File: src/card_clock_map.vh
// Constant map for the card clock, mode and select latch block
`ifndef CARD_CLOCK_MAP_VH
`define CARD_CLOCK_MAP_VH

// Register byte offsets
`define OFS_CONTROL 8'h00
`define OFS_STATUS 8'h04
`define OFS_INT_STATUS 8'h08
`define OFS_INT_MASK 8'h0C

// Control register fields
`define CTL_CLOCK_RUN 0
`define CTL_RESET 1'h1

// Status register fields
`define ST_SYNC_MODE 0
`define ST_SELECTED 1
`define ST_PRESENT 2
`define ST_POWER_REQ_N 3
`define ST_VOLT_SEL 4
`define ST_DIV_LO 5
`define ST_DIV_HI 6
`define ST_LOW_POWER 7
`define ST_ALERT_LOW 8
`define ST_WIDTH 9

// Interrupt event bits
`define EV_FAULT 0
`define EV_PRESENCE 1
`define EV_DESELECT 2
`define EV_WIDTH 3
`define EV_RESET 3'h0

// Latched host control vector positions
`define HC_POWER_REQ_N 0
`define HC_HOST_RESET 1
`define HC_LOW_POWER 2
`define HC_VOLT_SEL 3
`define HC_DIV_LO 4
`define HC_DIV_HI 5
`define HC_SYNC_MODE 6
`define HC_WIDTH 7
// Power request released, 5 V card, all else low
`define HC_RESET 7'h09

// Pin synchroniser vector positions above the host controls
`define PS_SELECT 7
`define PS_STROBE 8
`define PS_OSC 9
`define PS_HOST_LINE 10
`define PS_CARD_LINE 13
`define PS_WIDTH 16
// Lines idle high through pull-ups, power request high
`define PS_RESET 16'hFC09

// Divider select codes, {lo,hi}
`define DIV_BY_8 2'h0
`define DIV_BY_4 2'h1
`define DIV_BY_2 2'h3
`define DIV_BY_1 2'h2

// Open-drain line owner states
`define OWN_IDLE 2'h0
`define OWN_HOST 2'h1
`define OWN_CARD 2'h2
// Quiet edges after a release, longer than our echo through the synchroniser
`define ECHO_HOLD 3'h5

`endif

File: src/pin_sync.v
// Three-stage pin synchroniser with agreement filter
`timescale 1ns/1ps
module pin_sync #(
	parameter WIDTH = 1,
	parameter [WIDTH-1:0] RESET_VALUE = {WIDTH{1'b0}}
)(
	input wire clock,
	input wire reset,
	input wire clock_enable,
	input wire [WIDTH-1:0] pin_in,
	output wire [WIDTH-1:0] stable
);
	reg [WIDTH-1:0] stage1_reg;
	reg [WIDTH-1:0] stage2_reg;
	reg [WIDTH-1:0] stage3_reg;
	reg [WIDTH-1:0] stable_reg;

	genvar i;
	generate
		for (i = 0; i < WIDTH; i = i + 1)
		begin : bit_sync
			always @(posedge clock)
			begin
				if (reset)
				begin
					stage1_reg[i] <= RESET_VALUE[i];
					stage2_reg[i] <= RESET_VALUE[i];
					stage3_reg[i] <= RESET_VALUE[i];
					stable_reg[i] <= RESET_VALUE[i];
				end
				else if (clock_enable)
				begin
					stage1_reg[i] <= pin_in[i];
					stage2_reg[i] <= stage1_reg[i];
					stage3_reg[i] <= stage2_reg[i];
					// Only a level seen twice in a row is accepted
					if (stage2_reg[i] == stage3_reg[i])
						stable_reg[i] <= stage3_reg[i];
				end
			end
		end
	endgenerate

	assign stable = stable_reg;
endmodule

File: src/card_clock_select.v
// Card clock divider, mode select, select latch and host pin isolation
`timescale 1ns/1ps
`include "card_clock_map.vh"
module card_clock_select #(
	parameter ADDR_WIDTH = 8
)(
	input wire clock,
	input wire reset,
	input wire clock_enable,
	input wire unit_select,
	input wire card_power_request_n,
	input wire host_reset_in,
	input wire low_power_request,
	input wire card_voltage_select,
	input wire divider_select_lo,
	input wire divider_select_hi,
	input wire sync_mode_select,
	input wire host_strobe,
	input wire oscillator_in,
	output wire oscillator_buffer_out,
	input wire host_card_data_in,
	output wire host_card_data_out,
	output wire host_card_data_oe_n,
	input wire host_aux_data_1_in,
	output wire host_aux_data_1_out,
	output wire host_aux_data_1_oe_n,
	input wire host_aux_data_2_in,
	output wire host_aux_data_2_out,
	output wire host_aux_data_2_oe_n,
	input wire card_data_in,
	output wire card_data_out,
	output wire card_data_oe_n,
	input wire card_aux_1_in,
	output wire card_aux_1_out,
	output wire card_aux_1_oe_n,
	input wire card_aux_2_in,
	output wire card_aux_2_out,
	output wire card_aux_2_oe_n,
	output wire host_alert_out,
	output wire host_alert_oe_n,
	input wire card_present,
	input wire sequencer_fault,
	input wire sequencer_reset_enable,
	input wire sequencer_clock_enable,
	output wire card_clock,
	output wire card_reset,
	output wire card_power_on_request,
	output wire card_voltage_5v,
	output wire low_power_mode,
	input wire [ADDR_WIDTH-1:0] bus_address,
	input wire [31:0] bus_write_data,
	input wire bus_write,
	input wire bus_read,
	output wire [31:0] bus_read_data,
	output wire interrupt
);
	wire [`PS_WIDTH-1:0] pins_raw;
	wire [`PS_WIDTH-1:0] pins;
	wire selected;
	wire strobe_level;
	wire osc_level;
	wire [2:0] host_low;
	wire [2:0] card_low;

	reg [`HC_WIDTH-1:0] hold_reg;
	reg [`HC_WIDTH-1:0] hold_next;
	wire [`HC_WIDTH-1:0] controls;

	reg osc_prev_reg;
	reg [2:0] div_count_reg;
	reg card_clock_reg;
	reg card_clock_next;
	reg card_reset_reg;
	reg card_reset_next;
	reg osc_buffer_reg;
	wire [1:0] div_code;
	wire osc_rise;
	wire sync_mode;

	reg [1:0] owner_reg [0:2];
	reg [2:0] drive_host_reg;
	reg [2:0] drive_card_reg;
	reg [2:0] quiet_reg [0:2];
	wire [2:0] line_free;

	reg alert_low_reg;
	reg alert_low_next;
	reg alert_prev_reg;
	reg present_prev_reg;
	reg selected_prev_reg;

	reg control_reg;
	reg [`EV_WIDTH-1:0] int_status_reg;
	reg [`EV_WIDTH-1:0] int_status_next;
	reg [`EV_WIDTH-1:0] int_mask_reg;
	reg [`EV_WIDTH-1:0] events;
	reg [31:0] read_data_reg;
	reg [31:0] read_data_next;
	wire [`ST_WIDTH-1:0] status_word;
	wire wr_control;
	wire wr_int_status;
	wire wr_int_mask;

	// All host pins arrive from outside the clock domain
	assign pins_raw = {card_aux_2_in, card_aux_1_in, card_data_in,
		host_aux_data_2_in, host_aux_data_1_in, host_card_data_in,
		oscillator_in, host_strobe, unit_select, sync_mode_select,
		divider_select_hi, divider_select_lo, card_voltage_select,
		low_power_request, host_reset_in, card_power_request_n};

	pin_sync #(
		.WIDTH(`PS_WIDTH),
		.RESET_VALUE(`PS_RESET)
	) u_pin_sync (
		.clock(clock),
		.reset(reset),
		.clock_enable(clock_enable),
		.pin_in(pins_raw),
		.stable(pins)
	);

	assign selected = pins[`PS_SELECT];
	assign strobe_level = pins[`PS_STROBE];
	assign osc_level = pins[`PS_OSC];
	assign host_low = ~pins[`PS_HOST_LINE+2:`PS_HOST_LINE];
	assign card_low = ~pins[`PS_CARD_LINE+2:`PS_CARD_LINE];

	// Select latch: follow pins while selected, freeze otherwise
	always @*
	begin
		hold_next = hold_reg;
		if (selected)
			hold_next = pins[`HC_WIDTH-1:0];
	end

	// Deselected cycle uses the held copy, not the moving pins
	assign controls = selected ? pins[`HC_WIDTH-1:0] : hold_reg;

	assign sync_mode = controls[`HC_SYNC_MODE];
	assign div_code = {controls[`HC_DIV_LO], controls[`HC_DIV_HI]};
	assign osc_rise = osc_level & ~osc_prev_reg;

	// Card clock and card reset source selection
	always @*
	begin
		card_clock_next = 1'b0;
		card_reset_next = 1'b0;
		if (sync_mode)
		begin
			card_clock_next = strobe_level;
			card_reset_next = controls[`HC_HOST_RESET];
		end
		else
		begin
			// Strobe is never looked at on this path
			if (sequencer_clock_enable && control_reg)
			begin
				if (div_code == `DIV_BY_8)
					card_clock_next = div_count_reg[2];
				else if (div_code == `DIV_BY_4)
					card_clock_next = div_count_reg[1];
				else if (div_code == `DIV_BY_2)
					card_clock_next = div_count_reg[0];
				else
					card_clock_next = osc_level;
			end
			if (sequencer_reset_enable)
				card_reset_next = controls[`HC_HOST_RESET];
		end
	end

	// Alert: presence while idle, fault during a power request
	always @*
	begin
		if (controls[`HC_POWER_REQ_N])
			alert_low_next = ~card_present;
		else
			alert_low_next = sequencer_fault;
	end

	always @(posedge clock)
	begin
		if (reset)
		begin
			hold_reg <= `HC_RESET;
			osc_prev_reg <= 1'b0;
			div_count_reg <= 3'h0;
			card_clock_reg <= 1'b0;
			card_reset_reg <= 1'b0;
			osc_buffer_reg <= 1'b0;
			alert_low_reg <= 1'b0;
		end
		else if (clock_enable)
		begin
			hold_reg <= hold_next;
			osc_prev_reg <= osc_level;
			if (osc_rise)
				div_count_reg <= div_count_reg + 3'h1;
			card_clock_reg <= card_clock_next;
			card_reset_reg <= card_reset_next;
			osc_buffer_reg <= osc_level;
			alert_low_reg <= alert_low_next;
		end
	end

	// Open-drain repeaters; ownership stops the two sides locking low
	genvar i;
	generate
		for (i = 0; i < 3; i = i + 1)
		begin : line_rep
			// Our own low still lingers in the synchroniser after release
			assign line_free[i] = (quiet_reg[i] == 3'h0);
			always @(posedge clock)
			begin
				if (reset)
				begin
					owner_reg[i] <= `OWN_IDLE;
					drive_host_reg[i] <= 1'b0;
					drive_card_reg[i] <= 1'b0;
					quiet_reg[i] <= 3'h0;
				end
				else if (clock_enable)
				begin
					if (!selected)
					begin
						owner_reg[i] <= `OWN_IDLE;
						drive_host_reg[i] <= 1'b0;
						drive_card_reg[i] <= 1'b0;
						quiet_reg[i] <= `ECHO_HOLD;
					end
					else
					begin
						if (!line_free[i])
							quiet_reg[i] <= quiet_reg[i] - 3'h1;
						case (owner_reg[i])
							`OWN_IDLE:
							begin
								if (!line_free[i])
									owner_reg[i] <= `OWN_IDLE;
								else if (host_low[i])
								begin
									owner_reg[i] <= `OWN_HOST;
									drive_card_reg[i] <= 1'b1;
								end
								else if (card_low[i])
								begin
									owner_reg[i] <= `OWN_CARD;
									drive_host_reg[i] <= 1'b1;
								end
							end
							`OWN_HOST:
							begin
								if (!host_low[i])
								begin
									owner_reg[i] <= `OWN_IDLE;
									drive_card_reg[i] <= 1'b0;
									quiet_reg[i] <= `ECHO_HOLD;
								end
							end
							`OWN_CARD:
							begin
								if (!card_low[i])
								begin
									owner_reg[i] <= `OWN_IDLE;
									drive_host_reg[i] <= 1'b0;
									quiet_reg[i] <= `ECHO_HOLD;
								end
							end
							default:
							begin
								owner_reg[i] <= `OWN_IDLE;
								drive_host_reg[i] <= 1'b0;
								drive_card_reg[i] <= 1'b0;
							end
						endcase
					end
				end
			end
		end
	endgenerate

	// Open drain: the out value is always low, enables do the work
	assign host_card_data_out = 1'b0;
	assign host_aux_data_1_out = 1'b0;
	assign host_aux_data_2_out = 1'b0;
	assign card_data_out = 1'b0;
	assign card_aux_1_out = 1'b0;
	assign card_aux_2_out = 1'b0;
	assign host_card_data_oe_n = ~drive_host_reg[0];
	assign host_aux_data_1_oe_n = ~drive_host_reg[1];
	assign host_aux_data_2_oe_n = ~drive_host_reg[2];
	assign card_data_oe_n = ~drive_card_reg[0];
	assign card_aux_1_oe_n = ~drive_card_reg[1];
	assign card_aux_2_oe_n = ~drive_card_reg[2];

	assign host_alert_out = 1'b0;
	assign host_alert_oe_n = ~(alert_low_reg & selected);

	assign oscillator_buffer_out = osc_buffer_reg;
	assign card_clock = card_clock_reg;
	assign card_reset = card_reset_reg;
	assign card_power_on_request = ~hold_reg[`HC_POWER_REQ_N];
	assign card_voltage_5v = hold_reg[`HC_VOLT_SEL];
	// Low power is refused while a card session is requested
	assign low_power_mode = hold_reg[`HC_LOW_POWER] &
		hold_reg[`HC_POWER_REQ_N];

	// Register port
	assign wr_control = bus_write && (bus_address == `OFS_CONTROL);
	assign wr_int_status = bus_write &&
		(bus_address == `OFS_INT_STATUS);
	assign wr_int_mask = bus_write && (bus_address == `OFS_INT_MASK);

	assign status_word = {alert_low_reg, hold_reg[`HC_LOW_POWER],
		hold_reg[`HC_DIV_HI], hold_reg[`HC_DIV_LO],
		hold_reg[`HC_VOLT_SEL], hold_reg[`HC_POWER_REQ_N],
		card_present, selected, hold_reg[`HC_SYNC_MODE]};

	// Events; a set in the clearing cycle survives the clear
	always @*
	begin
		events = `EV_RESET;
		events[`EV_FAULT] = alert_low_reg & ~alert_prev_reg &
			~hold_reg[`HC_POWER_REQ_N];
		events[`EV_PRESENCE] = card_present ^ present_prev_reg;
		events[`EV_DESELECT] = selected_prev_reg & ~selected;
		int_status_next = int_status_reg;
		if (wr_int_status)
			int_status_next = int_status_next &
				~bus_write_data[`EV_WIDTH-1:0];
		int_status_next = int_status_next | events;
	end

	always @*
	begin
		read_data_next = 32'h0000_0000;
		if (bus_address == `OFS_CONTROL)
			read_data_next[`CTL_CLOCK_RUN] = control_reg;
		else if (bus_address == `OFS_STATUS)
			read_data_next[`ST_WIDTH-1:0] = status_word;
		else if (bus_address == `OFS_INT_STATUS)
			read_data_next[`EV_WIDTH-1:0] = int_status_reg;
		else if (bus_address == `OFS_INT_MASK)
			read_data_next[`EV_WIDTH-1:0] = int_mask_reg;
	end

	always @(posedge clock)
	begin
		if (reset)
		begin
			control_reg <= `CTL_RESET;
			int_status_reg <= `EV_RESET;
			int_mask_reg <= `EV_RESET;
			read_data_reg <= 32'h0000_0000;
			alert_prev_reg <= 1'b0;
			present_prev_reg <= 1'b0;
			selected_prev_reg <= 1'b0;
		end
		else if (clock_enable)
		begin
			if (wr_control)
				control_reg <= bus_write_data[`CTL_CLOCK_RUN];
			if (wr_int_mask)
				int_mask_reg <= bus_write_data[`EV_WIDTH-1:0];
			int_status_reg <= int_status_next;
			if (bus_read)
				read_data_reg <= read_data_next;
			else
				read_data_reg <= 32'h0000_0000;
			alert_prev_reg <= alert_low_reg;
			present_prev_reg <= card_present;
			selected_prev_reg <= selected;
		end
	end

	assign bus_read_data = read_data_reg;
	assign interrupt = |(int_status_reg & int_mask_reg);
endmodule

File: config.mk
export PLATFORM = sky130hd
export DESIGN_NAME = card_clock_select
export DESIGN_NICKNAME = d
export VERILOG_FILES = /design/src/pin_sync.v /design/src/card_clock_select.v
export VERILOG_INCLUDE_DIRS = /design/src
export SDC_FILE = /design/constraint.sdc
export NUM_CORES = 1
export LEC_CHECK = 0
export BUFFER_PORTS_ARGS = -buffer_cell sky130_fd_sc_hd__clkbuf_2
export CAP_MARGIN = 20
export CORE_ASPECT_RATIO = 0.8
export CORE_MARGIN = 5
export CORE_UTILIZATION = 30
export DETAILED_ROUTE_END_ITERATION = 10
export GPL_TIMING_DRIVEN = 0
export PLACE_DENSITY_LB_ADDON = 0.25
export SYNTH_ARGS = -nofsm -noshare
export SYNTH_HDL_FRONTEND = slang
export SYNTH_HIERARCHICAL = 1
export SYNTH_SLANG_ARGS = --single-unit
File: constraint.sdc
create_clock -name clock -period 2.44 [get_ports clock]
set_input_delay 0.244 -clock clock [delete_from_list [all_inputs] [get_ports clock]]
set_output_delay 0.244 -clock clock [all_outputs]
set_load 0.01 [all_outputs]
==> summary.txt, run 1 <==
Vias in the first global route -> 4275
CTS max path bufs -> 2
Top delay family on crit path -> buffers and inverters
FFs w/ async S/R, synth -> 0%
Total wire length after detailed routing -> 13.6 mm
Final slew viol count -> 0
Slowest CP cell -> clkbuf_1
Initial detailed-routing violation count -> 274
CP Capture Type -> flip-flop
Post-synth top area share -> 37.2%
Arr. time, crit path -> 2.36 ns
Worst path max stage delay -> 0.48 ns
Worst hold path type -> input port to flip-flop
Rel. slew slack -> 55.0%
Port bufs -> 55
Setup Crit Path Kind -> flip-flop to flip-flop
Startpoint types -> flip-flop
Initial Util -> 30.5%
Drt drc -> 0
Antenna diodes -> 0
Worst setup path endpoint -> quiet_reg[1][1]
TritonCTS clock tree -> built
Clk sinks -> 118
Die area -> 21300 µm²
Dpl hpwl -> 9.75 mm
Core area -> 18200 µm²
Seq cells post-synth -> 118
Area leader, netlist -> dfxtp_1
Post-DRT Antenna Nets -> 0
Cells after Synth -> 603
CTS Hold Bufs -> 0
Cell with the most instances after synthesis -> dfxtp_1
WP depth -> 5
RSZ-0062 raised after global routing -> false
Initial antenna violation count -> 0
Via/cell ratio -> 4.66
Worst R2R End -> quiet_reg[1][1]
Area contributors post-synth -> dfxtp_1, edfxtp_1, mux2i_1
Launching point of the worst reg2reg path -> u_pin_sync/stable[7]
Outcome -> complete, no violations
CP startpoint -> u_pin_sync/stable[7]
Final period util -> 92.7%
Setup slack, reg-to-reg -> 0.18 ns
Clk Latency, worst-skew pair -> 0.41 ns
Max Clock Freq -> 442 MHz
P_leak -> 2.90 nW
Core Rows -> 44
# IOs -> 118
Post-CTS Resized -> 0
Synth Flop Type -> dfxtp_1
Buf/Inv on CP -> 2
Final Hold Fails -> 0
Drt wl/cell -> 14.4 µm
Synth Cell Area -> 5550 µm²
Area growth from synthesis to layout -> 21.8%
Ys Warns -> 6
Crit-path cells -> buf_2, clkbuf_1, nand3_1, a21oi_1, o21ai_0
Register area share after synthesis -> 45.3%
Layout cells sized above 1 -> 20.4%
Num CTS Buffers -> 17
Vias after detailed routing -> 4410
Max-cap viol count -> 0
Mapped Avg Cell Area -> 9.20 µm²
Largest net degree at the start of global routing -> 17
Grt total ovfl -> 0
Global-route wire length before repair -> 22.8 mm
Final setup viols -> 0
Die Span X -> 162 µm
Distinct cell type count of the synthesized netlist -> 66
Power, Total -> 4.75 mW
Post CTS Setup Buffer Count -> 0
Htree depth -> 4
Fillers -> 1893
Clk_skew -> 0.00882 ns
VDD IR max -> 537 µV
Fin Setup TNS -> 0 ns
Number of synthesized flops with an enable pin -> 15
Tmin final -> 2.26 ns
RD Place Congestion -> 0.789
Pwr Density -> 702 nW/µm²
Worst-path clk slew -> 0.05 ns
Leading cell types by count after synthesis -> dfxtp_1, nor2_1, nand2_1, a21oi_1, mux2i_1
Total track usage -> 13.2%
Worst R2R Path Depth -> 5
Transition time of the tightest slew-check pin -> 0.675 ns
CP required -> 2.54 ns
Die height -> 132 µm
Number of iterations in the first detailed-routing pass -> 5
Crit-path max FO -> 10
Root buffer cell -> clkbuf_16
Fin nets -> 778
## kinds of logic after synthesis
logic type      share of synthesized area, %
other cells                           0.0676
flops                                   45.3
mux                                     8.27
simple gates                            16.5
buf+inv                                 10.3
fa+ha+maj                               1.58
xor+xnor                               0.631
compound gates                          17.3
## worst min path at each step
stage / slack (ns) / from / cells past startpoint / end
after floorplan: 0.37 / card_power_request_n / 1 / u_pin_sync/stage1_reg[0]
final: 0.04 / card_voltage_select / 2 / u_pin_sync/stage1_reg[3]
after global placement: 0.44 / u_pin_sync/stage3_reg[13] / 2 / u_pin_sync/stage3_reg[13]
after global routing: 0.04 / host_card_data_in / 2 / u_pin_sync/stage1_reg[10]
after detailed placement: 0.45 / u_pin_sync/stage3_reg[15] / 2 / u_pin_sync/stage3_reg[15]
after CTS: 0.03 / card_voltage_select / 2 / u_pin_sync/stage1_reg[3]
## cells in the final DEF (no fill, tap or decap), drive strengths merged, types with 4 or more instances in the layout
| master | netlist | layout |
|---|---|---|
| dfxtp | 103 | 103 |
| clkbuf | 20 | 102 |
| nor2 | 62 | 62 |
| nand2 | 49 | 49 |
| buf | 48 | 48 |
| a21oi | 47 | 47 |
| mux2i | 38 | 38 |
| o21ai | 38 | 38 |
| conb | 1 | 30 |
| inv | 28 | 28 |
| nor2b | 22 | 22 |
| a211o | 16 | 16 |
| edfxtp | 15 | 15 |
| nor3 | 11 | 11 |
| a211oi | 10 | 10 |
| a21o | 9 | 9 |
| nand3b | 8 | 8 |
| ha | 7 | 7 |
| nand3 | 6 | 6 |
| a31oi | 5 | 5 |
| and2 | 5 | 5 |
| a31o | 5 | 5 |
| clkinv | 1 | 4 |
## per-stage QoR
stage                     util [%]  instance area (µm²)  hold slack [ns]  cells  setup slack, ns
after global placement        34.2                 6220            0.444    917            0.168
final                         37.2                 6760           0.0403    947            0.179
after CTS                     37.2                 6760           0.0283    947            0.180
after detailed placement      34.2                 6220            0.446    917            0.193
after global routing          37.2                 6760           0.0365    947           0.0462
after floorplan                  -                 5660            0.366    632            0.736
## routing by layer
metal | global-route usage, % | wire length (µm)
met1 | 19.5 | 7090
met2 | 18.7 | 5750
met3 | 3.69 | 650
met4 | 3.66 | 142
met5 | 0 | 0
## power breakdown
part	internal, mW	leakage, nW	switching (mW)
clock network	1.45	0.268	0.828
logic	0.172	1.62	0.219
registers	2.03	1.01	0.0447
## area by class of cell
cell class	count	area [µm²]	area share [%]
repair buffers	55	275	4.07
clock inverters	3	15.0	0.222
plain buffers	68	464	6.87
multi-input cells	417	2570	38.1
clock buffers	27	524	7.75
well taps	230	288	4.26
inverters	29	109	1.61
flip-flops and latches	118	2510	37.2
Power figures use the tool's default switching activity.
==> run 2: changes to the inputs <==
==> constraint.sdc (replaced) <==
create_clock -name clock -period 2.2 [get_ports clock]
set_input_delay 0.22 -clock clock [delete_from_list [all_inputs] [get_ports clock]]
set_output_delay 0.22 -clock clock [all_outputs]
set_load 0.01 [all_outputs]
==> run 2 against run 1 <==
  * Sequential share of layout area about the same
  * Register-to-register slack about the same
  * Combinational power up 11%
  * Count of clock-buffer cells in the layout unchanged
  * Total power up 11%
  * Critical path depth unchanged
  * Flip-flop and latch count unchanged
  * Cell count unchanged
  * Highest routed layer unchanged
  * Via count up 0.77%
==> summary.txt, run 2 (same netlist as run 1, synthesis figures left out) <==
Outcome -> complete, no violations (unchanged)
Initial detailed-routing violation count -> 278 (was 274)
Crit-path cells -> buf_2, clkbuf_2, nand3_1, a21oi_1, o21ai_0 (was buf_2, clkbuf_1, nand3_1, a21oi_1, o21ai_0)
Largest net degree at the start of global routing -> 17 (unchanged)
Cells after DPL -> 917 (unchanged)
Crit-path max FO -> 10 (unchanged)
Worst hold stages -> 2 (unchanged)
Initial Util -> 30.5% (unchanged)
Layout cells sized above 1 -> 20.9% (was 20.4%)
Most common cell after layout, fill and taps aside -> dfxtp_1 (unchanged)
Slowest CP cell -> dfxtp_1 (was clkbuf_1)
Setup Crit Path Kind -> flip-flop to flip-flop (unchanged)
Max-cap viol count -> 0 (unchanged)
Drt drc -> 0 (unchanged)
Core Rows -> 44 (unchanged)
Setup slack, reg-to-reg -> 0.18 ns (about the same)
Die height -> 132 µm (unchanged)
Area growth from synthesis to layout -> 22.0% (was 21.8%)
Final Hold Fails -> 0 (unchanged)
Power, Total -> 5.27 mW (was 4.75 mW)
Top delay family on crit path -> buffers and inverters (unchanged)
Port bufs -> 55 (unchanged)
CP startpoint -> u_pin_sync/stable[7] (unchanged)
Worst-path clk slew -> 0.05 ns (about the same)
CP required -> 2.30 ns (was 2.54 ns)
Grt total ovfl -> 0 (unchanged)
Total track usage -> 13.2% (unchanged)
CTS Hold Bufs -> 0 (unchanged)
Global-route wire length before repair -> 22.8 mm (unchanged)
VDD IR max -> 594 µV (was 537 µV)
Final slew viol count -> 0 (unchanged)
Fin Setup TNS -> 0 ns (unchanged)
Arr. time, crit path -> 2.12 ns (was 2.36 ns)
Launching point of the worst reg2reg path -> u_pin_sync/stable[7] (unchanged)
Drt wl/cell -> 14.4 µm (about the same)
RSZ-0062 raised after global routing -> false (unchanged)
Tmin final -> 2.02 ns (was 2.26 ns)
Dpl hpwl -> 9.75 mm (unchanged)
Vias in the first global route -> 4275 (unchanged)
Worst R2R End -> quiet_reg[1][1] (unchanged)
Num CTS Buffers -> 17 (unchanged)
Worst hold path type -> input port to flip-flop (unchanged)
# IOs -> 118 (unchanged)
Number of iterations in the first detailed-routing pass -> 5 (unchanged)
Vias after detailed routing -> 4444 (was 4410)
Clk_skew -> 0.0119 ns (was 0.00882 ns)
Finished Core Util -> 37.3% (was 37.2%)
Fin nets -> 778 (unchanged)
Clk sinks -> 118 (unchanged)
Post-DRT Antenna Nets -> 0 (unchanged)
Clk Latency, worst-skew pair -> 0.41 ns (about the same)
Core area -> 18200 µm² (unchanged)
P_leak -> 2.91 nW (was 2.90 nW)
WP depth -> 5 (unchanged)
Via/cell ratio -> 4.69 (was 4.66)
CP Capture Type -> flip-flop (unchanged)
Startpoint types -> flip-flop (unchanged)
Pwr Density -> 778 nW/µm² (was 702 nW/µm²)
Antenna diodes -> 0 (unchanged)
TritonCTS clock tree -> built (unchanged)
Finished Layout Cells -> 947 (unchanged)
Buf/Inv on CP -> 2 (unchanged)
Die area -> 21300 µm² (unchanged)
Total wire length after detailed routing -> 13.6 mm (about the same)
Final setup viols -> 0 (unchanged)
Hold slack -> 0.0176 ns (was 0.0403 ns)
Root buffer cell -> clkbuf_16 (unchanged)
Worst R2R Path Depth -> 5 (unchanged)
CTS max path bufs -> 2 (unchanged)
Transition time of the tightest slew-check pin -> 0.673 ns (was 0.675 ns)
RD Place Congestion -> 0.789 (unchanged)
Max Clock Freq -> 494 MHz (was 442 MHz)
Htree depth -> 4 (unchanged)
Final period util -> 92.0% (was 92.7%)
Worst path max stage delay -> 0.46 ns (was 0.48 ns)
Worst setup path endpoint -> quiet_reg[1][1] (unchanged)
Initial antenna violation count -> 0 (unchanged)
Die Span X -> 162 µm (unchanged)
Commonest cells after routing, fill and taps aside -> dfxtp_1, nor2_1, clkbuf_2, nand2_1, a21oi_1 (unchanged)
Rel. slew slack -> 55.1% (was 55.0%)
-- run 2: cell count changes in the layout (fill, tap and decap cells not counted) --
cell | before | now
clkbuf_1 | 24 | 22
clkbuf_2 | 56 | 58
nand2_1 | 49 | 48
nand2_2 | 0 | 1
nor2_1 | 62 | 61
nor2_2 | 0 | 1
-- run 2: repair_timing --
| item | in CTS | in global routing |
|---|---|---|
| buffers inserted | 0 | 0 |
| setup endpoints to repair | 5 | 3 |
| gates resized for setup | 2 | 3 |
-- run 2: worst min-delay path by stage --
| stage | from | to | slack (ns) |
|---|---|---|---|
| after CTS | card_voltage_select | u_pin_sync/stage1_reg[3] | 0.004 |
| final | card_voltage_select | u_pin_sync/stage1_reg[3] | 0.02 |
| after detailed placement | host_aux_data_2_in | u_pin_sync/stage1_reg[12] | 0.44 |
| after floorplan | card_power_request_n | u_pin_sync/stage1_reg[0] | 0.34 |
| after global placement | host_aux_data_2_in | u_pin_sync/stage1_reg[12] | 0.43 |
| after global routing | host_card_data_in | u_pin_sync/stage1_reg[10] | 0.01 |
-- run 2: cell type report --
type                       count  area, µm²
clock buffer                  27        524
fill                        1890      11400
timing repair buffer          55        275
inverter                      29        109
multi-input combinational    417       2580
buffer                        68        467
tap                          230        288
sequential                   118       2510
clock inverter                 3       15.0
-- run 2: layer usage --
metal	global-route usage (%)	wire length, µm	up-vias
li1	-	-	2257
met3	3.69	729	14
met2	18.7	5750	127
met5	0	0	-
met4	3.66	129	0
met1	19.5	6990	2046
-- run 2: report_power, final --
group / switching, mW / total (mW) / internal (mW)
Combinational: 0.243 / 0.433 / 0.191
Clock: 0.922 / 2.53 / 1.61
Sequential: 0.0496 / 2.30 / 2.25
Total: 1.21 / 5.27 / 4.05
-- run 2: metrics by stage --
| stage | worst slack, ns | cell area (µm²) |
|---|---|---|
| 2_1_floorplan | 0.507 | 5660 |
| 3_3_place_gp | -0.0720 | 6220 |
| 3_5_place_dp | -0.0465 | 6220 |
| 4_1_cts | 0.0645 | 6760 |
| 5_1_grt | 0.0280 | 6770 |
| 6_report | 0.175 | 6770 |
-- run 2: worst register-to-register path: stages, from the launching register on --
cell and delay, ns:
dfxtp_1 0.46, buf_2 0.34, clkbuf_2 0.32, nand3_1 0.15, a21oi_1 0.21, o21ai_0 0.24
